**src/rtf_pkg.sv**
```systemverilog
/*
 * Shared constants and types of the target report framer: serial line
 * settings, frame period, frame layout and state encodings.
 * Assumes a single system clock of CLK_HZ feeding every module.
 */
package rtf_pkg;

	// ------------------------------------------------------------
	// Clock and serial line
	// ------------------------------------------------------------
	localparam int unsigned CLK_HZ        = 50_000_000;
	localparam int unsigned BAUD_RATE     = 256_000;
	localparam int unsigned BIT_CYCLES    = CLK_HZ / BAUD_RATE;
	localparam int unsigned DATA_BITS     = 8;
	localparam int unsigned BITN_W        = $clog2(DATA_BITS);
	localparam int unsigned STOP_BITS     = 1;
	localparam logic        LINE_IDLE     = 1'b1;
	localparam logic        START_LEVEL   = 1'b0;
	localparam logic        STOP_LEVEL    = 1'b1;

	// ------------------------------------------------------------
	// Frame period
	// ------------------------------------------------------------
	localparam int unsigned FRAME_RATE_HZ = 10;
	localparam int unsigned FRAME_CYCLES  = CLK_HZ / FRAME_RATE_HZ;

	// ------------------------------------------------------------
	// Frame layout
	// ------------------------------------------------------------
	localparam int unsigned HDR_LEN        = 4;
	localparam int unsigned TRL_LEN        = 2;
	localparam int unsigned NUM_TARGETS    = 3;
	localparam int unsigned FIELD_BYTES    = 2;
	localparam int unsigned FIELDS_PER_REC = 4;
	localparam int unsigned REC_LEN        = FIELDS_PER_REC * FIELD_BYTES;
	localparam int unsigned BODY_END       = HDR_LEN + NUM_TARGETS * REC_LEN;
	localparam int unsigned FRAME_LEN      = BODY_END + TRL_LEN;
	localparam int unsigned FLD_COUNT      = NUM_TARGETS * FIELDS_PER_REC;
	localparam int unsigned IDX_W          = $clog2(FRAME_LEN);
	localparam logic [0:HDR_LEN-1][7:0] HDR_BYTES =
		'{8'hAA, 8'hFF, 8'h03, 8'h00};
	localparam logic [0:TRL_LEN-1][7:0] TRL_BYTES = '{8'h55, 8'hCC};
	localparam logic [7:0]  EMPTY_BYTE     = 8'h00;

	// Field positions inside one record
	localparam int unsigned FLD_X          = 0;
	localparam int unsigned FLD_Y          = 1;
	localparam int unsigned FLD_SPD        = 2;
	localparam int unsigned FLD_GATE       = 3;

	// Sign-magnitude field coding
	localparam logic [15:0] SIGN_POS       = 16'h8000;
	localparam logic [15:0] MAG_MAX        = 16'h7FFF;

	localparam int unsigned FIFO_DEPTH     = 8;

	// ------------------------------------------------------------
	// State encodings
	// ------------------------------------------------------------
	typedef enum logic [0:0] {
		BLD_IDLE = 1'b0,
		BLD_SEND = 1'b1
	} rtf_bld_state_t;

	typedef enum logic [1:0] {
		TX_IDLE  = 2'b00,
		TX_START = 2'b01,
		TX_DATA  = 2'b10,
		TX_STOP  = 2'b11
	} rtf_tx_state_t;

endpackage : rtf_pkg

```
**src/rtf_byte_if.sv**
```systemverilog
/*
 * Valid/ready byte stream between the framer's own modules.
 * Assumes both ends run on the same clock.
 */
interface rtf_byte_if #(
	parameter int unsigned WIDTH = 8
);
	logic [WIDTH-1:0] data;
	logic             valid;
	logic             ready;

	modport src (output data, output valid, input ready);
	modport snk (input data, input valid, output ready);
endinterface : rtf_byte_if

```
**src/rtf_fifo.sv**
```systemverilog
/*
 * Synchronous FIFO with valid/ready on both sides.
 * Assumes one clock and a synchronous active-high reset; DEPTH >= 2.
 */
module rtf_fifo import rtf_pkg::*; #(
	parameter int unsigned WIDTH = 8,
	parameter int unsigned DEPTH = FIFO_DEPTH
) (
	input  wire logic mclk_i,
	input  wire logic srst_i,
	rtf_byte_if.snk   wr,
	rtf_byte_if.src   rd
);

	localparam int unsigned PTR_W = $clog2(DEPTH);
	localparam int unsigned CNT_W = $clog2(DEPTH + 1);

	logic [WIDTH-1:0] mem [DEPTH];
	logic [PTR_W-1:0] wr_ptr;
	logic [PTR_W-1:0] rd_ptr;
	logic [CNT_W-1:0] count;
	logic [PTR_W-1:0] next_wr_ptr;
	logic [PTR_W-1:0] next_rd_ptr;
	logic [CNT_W-1:0] next_count;
	logic             push;
	logic             pop;

	// ------------------------------------------------------------
	// Handshake
	// ------------------------------------------------------------
	// Full and empty come straight from the count, so a stalled reader
	// really fills the store and pushes back on the writer.
	assign wr.ready = (count != CNT_W'(DEPTH));
	assign rd.valid = (count != '0);
	assign rd.data  = mem[rd_ptr];
	assign push     = wr.valid && wr.ready;
	assign pop      = rd.valid && rd.ready;

	// Pointer arithmetic wraps at DEPTH, which need not be a power of 2
	function automatic logic [PTR_W-1:0] ptr_inc(input logic [PTR_W-1:0] p);
		if (p == PTR_W'(DEPTH - 1)) begin
			return '0;
		end
		return p + PTR_W'(1);
	endfunction : ptr_inc

	// ------------------------------------------------------------
	// Next state
	// ------------------------------------------------------------
	always_comb begin
		next_wr_ptr = push ? ptr_inc(wr_ptr) : wr_ptr;
		next_rd_ptr = pop ? ptr_inc(rd_ptr) : rd_ptr;
		next_count  = count;
		if (push && !pop) begin
			next_count = count + CNT_W'(1);
		end else if (pop && !push) begin
			next_count = count - CNT_W'(1);
		end
	end

	// Registers
	always_ff @(posedge mclk_i) begin
		if (srst_i) begin
			wr_ptr <= '0;
			rd_ptr <= '0;
			count  <= '0;
		end else begin
			wr_ptr <= next_wr_ptr;
			rd_ptr <= next_rd_ptr;
			count  <= next_count;
		end
	end

	// Storage needs no reset; empty hides its contents
	always_ff @(posedge mclk_i) begin
		if (push) begin
			mem[wr_ptr] <= wr.data;
		end
	end

endmodule : rtf_fifo

```
**src/rtf_framer.sv**
```systemverilog
/*
 * Target report framer: every frame period it snapshots three target
 * records, builds the 30-byte frame into a FIFO and sends it out as
 * 8N1 serial characters on txd_o.
 * Assumes target inputs are synchronous to mclk_i and held by the
 * radar processing; they are sampled once at the start of each frame.
 * Assumes a frame fits inside one period; a late frame is held
 * pending and starts as soon as the builder is free.
 */
//
// Overview of operation
// - Line runs 256000 baud, one stop bit, no parity; host matches.
// - A complete frame is started every 100 ms, ten per second.
// - Frame is AA FF 03 00, targets one to three, then 55 CC.
// - Three fixed record slots per frame, one per possible target.
// - X and y in mm; bit 15 set positive, clear negative magnitude.
// - Speed in cm/s; bit 15 is sign, low fifteen bits magnitude.
// - Record ends with unsigned 16-bit distance gate size in mm.
// - A slot without a tracked target sends all zero bytes.
// - Sixteen-bit fields go low byte first, then high byte.
module rtf_framer import rtf_pkg::*; #(
	parameter int unsigned FRAME_CYCLES_P = FRAME_CYCLES,
	parameter int unsigned BIT_CYCLES_P   = BIT_CYCLES
) (
	input  wire logic                        mclk_i,
	input  wire logic                        srst_i,
	input  wire logic [NUM_TARGETS-1:0]      tgt_valid_i,
	input  wire logic [NUM_TARGETS-1:0][15:0] tgt_x_i,
	input  wire logic [NUM_TARGETS-1:0][15:0] tgt_y_i,
	input  wire logic [NUM_TARGETS-1:0][15:0] tgt_speed_i,
	input  wire logic [NUM_TARGETS-1:0][15:0] tgt_gate_i,
	output      logic                        txd_o,
	output      logic                        frame_start_o,
	output      logic                        frame_busy_o
);

	localparam int unsigned FRAME_W = $clog2(FRAME_CYCLES_P + 1);
	localparam int unsigned BAUD_W  = $clog2(BIT_CYCLES_P + 1);

	// ------------------------------------------------------------
	// Field coding
	// ------------------------------------------------------------
	// Two's complement in, sign-magnitude out; -32768 has no 15-bit
	// magnitude, so it saturates rather than flipping sign.
	// Zero counts as positive and goes out with only bit 15 set.
	function automatic logic [15:0] enc_signed(input logic [15:0] v);
		logic [15:0] mag;
		mag = '0;
		if (!v[15]) begin
			return SIGN_POS | v;
		end
		mag = 16'(-$signed(v));
		if (mag[15]) begin
			mag = MAG_MAX;
		end
		return mag & MAG_MAX;
	endfunction : enc_signed

	// Frame map, byte positions:
	//   0 to 3    header
	//   4 to 11   target one: x, y, speed, gate, low byte first
	//   12 to 19  target two
	//   20 to 27  target three
	//   28 to 29  trailer
	// Positions are decoded on the fly, so no frame buffer is kept.
	// Byte of the frame at position idx, from the frame's snapshot
	function automatic logic [7:0] frame_byte(
		input logic [IDX_W-1:0]                idx,
		input logic [NUM_TARGETS-1:0]          vld,
		input logic [FLD_COUNT-1:0][15:0]      fld
	);
		int unsigned off;
		int unsigned slot;
		int unsigned fno;
		logic [15:0] word;
		off  = 0;
		slot = 0;
		fno  = 0;
		word = '0;
		if (int'(idx) < HDR_LEN) begin
			return HDR_BYTES[idx];
		end
		if (int'(idx) >= BODY_END) begin
			return TRL_BYTES[int'(idx) - BODY_END];
		end
		// Record bytes: slot, field within slot, byte within field
		off  = int'(idx) - HDR_LEN;
		slot = off / REC_LEN;
		fno  = (off % REC_LEN) / FIELD_BYTES;
		word = fld[slot * FIELDS_PER_REC + fno];
		if (!vld[slot]) begin
			return EMPTY_BYTE;
		end
		if (off % FIELD_BYTES == 0) begin
			return word[7:0];
		end
		return word[15:8];
	endfunction : frame_byte

	// ------------------------------------------------------------
	// Internal streams
	// ------------------------------------------------------------
	// The builder makes bytes far faster than the line drains them;
	// the FIFO lets it run ahead and keeps the transmitter fed.
	rtf_byte_if #(.WIDTH(DATA_BITS)) bld_q ();
	rtf_byte_if #(.WIDTH(DATA_BITS)) tx_q ();

	rtf_fifo #(
		.WIDTH (DATA_BITS),
		.DEPTH (FIFO_DEPTH)
	) u_fifo (
		.mclk_i (mclk_i),
		.srst_i (srst_i),
		.wr     (bld_q.snk),
		.rd     (tx_q.src)
	);

	// ------------------------------------------------------------
	// Frame period and builder
	// ------------------------------------------------------------
	rtf_bld_state_t                bld_state;
	rtf_bld_state_t                next_bld_state;
	logic [FRAME_W-1:0]            period_cnt;
	logic [FRAME_W-1:0]            next_period_cnt;
	logic                          pending;
	logic                          next_pending;
	logic [IDX_W-1:0]              byte_idx;
	logic [IDX_W-1:0]              next_byte_idx;
	logic [NUM_TARGETS-1:0]        snap_vld;
	logic [NUM_TARGETS-1:0]        next_snap_vld;
	logic [FLD_COUNT-1:0][15:0]    snap_fld;
	logic [FLD_COUNT-1:0][15:0]    next_snap_fld;
	logic                          next_frame_start;
	logic                          period_tick;
	logic                          start;

	// Free-running period; a late frame is held pending, never dropped
	assign period_tick = (period_cnt == FRAME_W'(FRAME_CYCLES_P - 1));
	assign start       = (bld_state == BLD_IDLE) && (period_tick || pending);

	assign bld_q.valid = (bld_state == BLD_SEND);
	assign bld_q.data  = frame_byte(byte_idx, snap_vld, snap_fld);

	// Period counter, pending tick and builder; the snapshot is only
	// taken on the start cycle, so inputs may move at any other time.
	always_comb begin
		next_period_cnt  = period_tick ? '0
		                               : period_cnt + FRAME_W'(1);
		// A tick landing while busy is kept; consume wins over set
		next_pending     = (pending || period_tick) && !start;
		next_bld_state   = bld_state;
		next_byte_idx    = byte_idx;
		next_snap_vld    = snap_vld;
		next_snap_fld    = snap_fld;
		next_frame_start = 1'b0;
		unique case (bld_state)
			BLD_IDLE: begin
				if (start) begin
					// Snapshot keeps one frame self-consistent
					next_bld_state   = BLD_SEND;
					next_byte_idx    = '0;
					next_frame_start = 1'b1;
					next_snap_vld    = tgt_valid_i;
					for (int t = 0; t < NUM_TARGETS; t++) begin
						next_snap_fld[t * FIELDS_PER_REC + FLD_X] =
							enc_signed(tgt_x_i[t]);
						next_snap_fld[t * FIELDS_PER_REC + FLD_Y] =
							enc_signed(tgt_y_i[t]);
						next_snap_fld[t * FIELDS_PER_REC + FLD_SPD] =
							enc_signed(tgt_speed_i[t]);
						next_snap_fld[t * FIELDS_PER_REC + FLD_GATE] =
							tgt_gate_i[t];
					end
				end
			end
			BLD_SEND: begin
				// FIFO back-pressure simply stalls the byte index
				if (bld_q.ready) begin
					if (byte_idx == IDX_W'(FRAME_LEN - 1)) begin
						next_bld_state = BLD_IDLE;
					end else begin
						next_byte_idx = byte_idx + IDX_W'(1);
					end
				end
			end
		endcase
	end

	// Builder registers; reset restarts the period from zero
	always_ff @(posedge mclk_i) begin
		if (srst_i) begin
			bld_state     <= BLD_IDLE;
			period_cnt    <= '0;
			pending       <= 1'b0;
			byte_idx      <= '0;
			snap_vld      <= '0;
			snap_fld      <= '0;
			frame_start_o <= 1'b0;
		end else begin
			bld_state     <= next_bld_state;
			period_cnt    <= next_period_cnt;
			pending       <= next_pending;
			byte_idx      <= next_byte_idx;
			snap_vld      <= next_snap_vld;
			snap_fld      <= next_snap_fld;
			frame_start_o <= next_frame_start;
		end
	end

	// ------------------------------------------------------------
	// Status outputs
	// ------------------------------------------------------------
	// Busy covers the build only; the last bytes still drain from the
	// FIFO through the transmitter after it drops.
	assign frame_busy_o = (bld_state == BLD_SEND);

	// ------------------------------------------------------------
	// Serial transmitter
	// ------------------------------------------------------------
	rtf_tx_state_t           tx_state;
	rtf_tx_state_t           next_tx_state;
	logic [BAUD_W-1:0]       baud_cnt;
	logic [BAUD_W-1:0]       next_baud_cnt;
	logic [BITN_W-1:0]       bit_num;
	logic [BITN_W-1:0]       next_bit_num;
	logic [DATA_BITS-1:0]    shift;
	logic [DATA_BITS-1:0]    next_shift;
	logic                    next_txd;
	logic                    bit_done;

	// Integer bit time: 195 cycles gives 256410 baud, 0.16 % fast
	assign bit_done   = (baud_cnt == BAUD_W'(BIT_CYCLES_P - 1));
	assign tx_q.ready = (tx_state == TX_IDLE);

	// Start, eight data bits and stop each last one bit time; TX_IDLE
	// adds one cycle between characters, which costs a little line
	// rate but keeps the FIFO handshake simple.
	always_comb begin
		next_tx_state = tx_state;
		next_baud_cnt = '0;
		next_bit_num  = bit_num;
		next_shift    = shift;
		next_txd      = txd_o;
		if (tx_state != TX_IDLE && !bit_done) begin
			next_baud_cnt = baud_cnt + BAUD_W'(1);
		end
		unique case (tx_state)
			TX_IDLE: begin
				next_txd = LINE_IDLE;
				if (tx_q.valid) begin
					next_shift    = tx_q.data;
					next_txd      = START_LEVEL;
					next_tx_state = TX_START;
				end
			end
			TX_START: begin
				if (bit_done) begin
					next_txd      = shift[0];
					next_bit_num  = '0;
					next_tx_state = TX_DATA;
				end
			end
			TX_DATA: begin
				if (bit_done) begin
					if (bit_num == BITN_W'(DATA_BITS - 1)) begin
						// No parity bit: straight to the stop bit
						next_txd      = STOP_LEVEL;
						next_bit_num  = '0;
						next_tx_state = TX_STOP;
					end else begin
						next_shift   = shift >> 1;
						next_txd     = shift[1];
						next_bit_num = bit_num + BITN_W'(1);
					end
				end
			end
			TX_STOP: begin
				if (bit_done) begin
					if (bit_num == BITN_W'(STOP_BITS - 1)) begin
						next_tx_state = TX_IDLE;
					end else begin
						next_bit_num = bit_num + BITN_W'(1);
					end
				end
			end
		endcase
	end

	// Transmitter registers; the line is held idle high in reset
	always_ff @(posedge mclk_i) begin
		if (srst_i) begin
			tx_state <= TX_IDLE;
			baud_cnt <= '0;
			bit_num  <= '0;
			shift    <= '0;
			txd_o    <= LINE_IDLE;
		end else begin
			tx_state <= next_tx_state;
			baud_cnt <= next_baud_cnt;
			bit_num  <= next_bit_num;
			shift    <= next_shift;
			txd_o    <= next_txd;
		end
	end

endmodule : rtf_framer

```
**config.mk**
```make
export PLATFORM = sky130hd
export DESIGN_NAME = rtf_framer
export DESIGN_NICKNAME = d
export VERILOG_FILES = /design/src/rtf_pkg.sv /design/src/rtf_byte_if.sv /design/src/rtf_fifo.sv /design/src/rtf_framer.sv
export SDC_FILE = /design/constraint.sdc
export NUM_CORES = 1
export LEC_CHECK = 0
export ABC_AREA = 1
export BUFFER_PORTS_ARGS = -buffer_cell sky130_fd_sc_hd__buf_4
export CORE_MARGIN = 2
export CORE_UTILIZATION = 54
export DETAILED_ROUTE_END_ITERATION = 8
export PLACE_DENSITY = 0.74
export SYNTH_ARGS = -nofsm -noshare
export SYNTH_HDL_FRONTEND = slang
export SYNTH_SLANG_ARGS = --single-unit
```
**constraint.sdc**
```tcl
create_clock -name mclk_i -period 3.2 [get_ports mclk_i]
set_clock_uncertainty 0.05 [all_clocks]
set_input_delay 0.48 -clock mclk_i [delete_from_list [all_inputs] [get_ports mclk_i]]
set_output_delay 0.48 -clock mclk_i [all_outputs]
set_load 0.01 [all_outputs]
```
==> flow_summary.ini <==
[status]
outcome = finished, final reports clean

[clocking]
cts_root_buf = clkbuf_16
cts_tree = built
numCtsBuffers = 36
post_cts_buffers = 0
hold_buffers = 0
path_clk_slew_ns = 0.06
clk_path_buf_depth = 3
insertion_delay_ns = 0.51
clock_sinks = 325
h-tree-depth = 2
cts_resized = 0

[min_path]
min_path_type = input pin to flop
worstHoldStart = tgt_gate_i[38]
hold_depth = 3
holdPathEnd = snap_fld[182]

[place]
dp_slack_ns = 0.332
hpwl_um = 37400
gp_congestion = 0.967
placed_area_sq_um = 19600
port_buffers = 199
dp.cells = 3172

[timing]
drv_slew = 0
worstMarginPinSlew_ns = 0.874
max_freq_mhz = 339
setup_ws_ns = 0.250
hold_slack_ns = 0.122
finalSetupViolCount = 0
slew_headroom_pct = 41.7
period_needed_ns = 2.95
period_share_pct = 92.2
rsz0062_at_grt = no
hold_viol_final = 0
setup_tns_ns = 0

[power]
p_leak_nw = 9.01
vdd.ir_drop.worst_mv = 0.279
powerDensity_nw_per_um2 = 488
total_power_mw = 10.1

[die]
core_area_sq_um = 32500
rows = 66
floorplan.initialDensity_pct = 54.7
die_y_um = 186
io_pins = 200
die_x_um = 186
dieArea_sq_um = 34500

[synth]
synth_area_per_cell_sq_um = 6.80
syn_area_sq_um = 17800
ys_ff_latch = 325
synth.largest_area_cell = dfxtp_1
ys_warn_count = 0
yosysSeqAreaShare_pct = 40.1
synth.distinct_cells = 45
synthesis.nets = 2849
synth_area_leaders = dfxtp_1 (29%), nand2_1 (12%), edfxtp_1 (11%)
synth_top_area_share_pct = 29.3
synthCells = 2618

[critical_path]
critPathCaptureType = flop
rrSetupSlack_ns = 0.25
worstReg2RegEnd = u_fifo.mem[2][6]
reg2regPathDepth = 11
arrival_ns = 3.12
path_max_fanout = 11
path_class = flop to flop
r2r-start = byte_idx[3]
critPathRequiredTime_ns = 3.37
start_kind = flop

[global_routing]
grt_pass1_wl_um = 82000
overflow = 0
antenna_found_initial = 0
track_usage_pct = 29.5
grt_pass1_vias = 16500
grt_max_degree = 146

[route]
vias = 17900
drt_iter0_drc = 1381
drc = 0
final_antenna_net_count = 0
drt_wl_total_um = 51700
via_per_inst = 5.54
first_pass_iters = 6
wl_per_cell_um = 16.0

[final_layout]
fin_area_sq_um = 20800
final_core_util_pct = 63.8
syn2layout_area_growth_pct = 16.6
final_cells = 3235
nFillCells = 3020
final_nets = 2999
antenna_cells = 0
drive_gt1_share_pct = 11.0

[flow_run]
drv_cap = 0
-- worst max-delay path, stage by stage (launching register included) --
cell and delay (ns):
dfxtp_1 0.39, inv_1 0.06, ha_1 0.19, ha_1 0.53, clkinv_1 0.33, nand3_1 0.17, nand3_1 0.08, nand2_1 0.10
nand2_1 0.09, nand2_1 0.08, nand2_1 0.05, a21oi_1 0.53
-- layout by cell type, fill, tap and decap left out, types with 9 or more instances in the layout --
master	n
a21oi_1	167
a31oi_1	10
buf_4	225
clkbuf_16	37
clkinv_1	10
dfxtp_1	259
edfxtp_1	64
ha_1	33
inv_1	291
nand2_1	569
nand3_1	146
nand4_1	32
nor2_1	385
nor3_1	40
nor4_1	10
o211ai_1	28
o21ai_0	303
o21ai_1	9
o22ai_1	19
xnor2_1	11
xor2_1	52
-- sequential cells by signal (all words and copies together) (netlist names), named ones only --
name           count
snap_fld         192
u_fifo.mem        64
period_cnt        23
baud_cnt           8
shift              8
byte_idx           5
u_fifo.count       4
bit_num            3
snap_vld           3
u_fifo.rd_ptr      3
u_fifo.wr_ptr      3
tx_state           2
frame_busy_o       1
frame_start_o      1
pending            1
txd_o              1
-- routing by layer --
metal | up-vias | part of all wire, % | global-route usage, % | wire [um]
met2 | 685 | 46 | 49.0 | 23800
met1 | 8268 | 43 | 39.4 | 22500
met4 | 0 | 3.4 | 10.6 | 1750
met3 | 123 | 7.1 | 3.80 | 3680
li1 | 8843 | - | - | -
met5 | - | 0 | 0 | 0
-- cells in the mapped netlist, drive strengths merged --
cell type / number
or4: 1
a21boi: 4
a21o: 1
nand3b: 7
inv: 295
buf: 45
nand2: 576
clkinv: 5
nor3: 40
o21a: 7
o31ai: 4
xnor2: 11
fa: 1
nor3b: 7
nor2: 390
edfxtp: 64
xor2: 52
or2: 6
o221ai: 3
dfxtp: 261
a21oi: 167
o211a: 2
and3: 2
nand3: 147
o21ai: 312
o22ai: 19
o211ai: 28
a31oi: 10
nand4: 32
clkbuf: 70
nor4: 10
o311ai: 1
a211oi: 2
ha: 33
a22oi: 3
-- kinds of logic (layout without fill, tap and decap cells) --
| group | count (synthesis) | count (layout) | share of synthesized area, % |
|---|---|---|---|
| AND/OR/NAND/NOR | 1218 | 1218 | 28.2 |
| AO/OA/AOI/OAI | 563 | 563 | 16.9 |
| buffers and inverters | 415 | 590 | 9.27 |
| flip-flops | 325 | 325 | 40.1 |
| XOR/XNOR | 63 | 63 | 3.10 |
| adder cells (fa/ha/maj) | 34 | 34 | 2.43 |
-- power breakdown --
part,switching [mW],leakage (nW),internal [mW]
clock network,1.63,0.583,2.49
registers,0.0975,2.67,4.27
logic,1.03,5.75,0.626
-- cell type report --
type,count,area [sq um],area share [%]
well taps,442,553,2.66
repair buffers,227,1730,8.33
inverters,300,1130,5.44
clock inverters,17,160,0.771
multi-input cells,1878,9020,43.4
clock buffers,46,1020,4.91
flip-flops and latches,325,7150,34.4
-- worst max path at each step --
stage / from / to / slack [ns] / cells after the start
after global placement: byte_idx[3] / u_fifo.mem[0][6] / 0.49 / 11
final: byte_idx[3] / u_fifo.mem[2][6] / 0.25 / 11
after CTS: byte_idx[3] / u_fifo.mem[2][6] / 0.28 / 11
after detailed placement: byte_idx[3] / u_fifo.mem[3][6] / 0.33 / 11
after global routing: byte_idx[3] / u_fifo.mem[7][6] / 0.06 / 11
after floorplan: byte_idx[2] / u_fifo.mem[0][0] / 0.45 / 13
(Power assumes the default switching activity.)
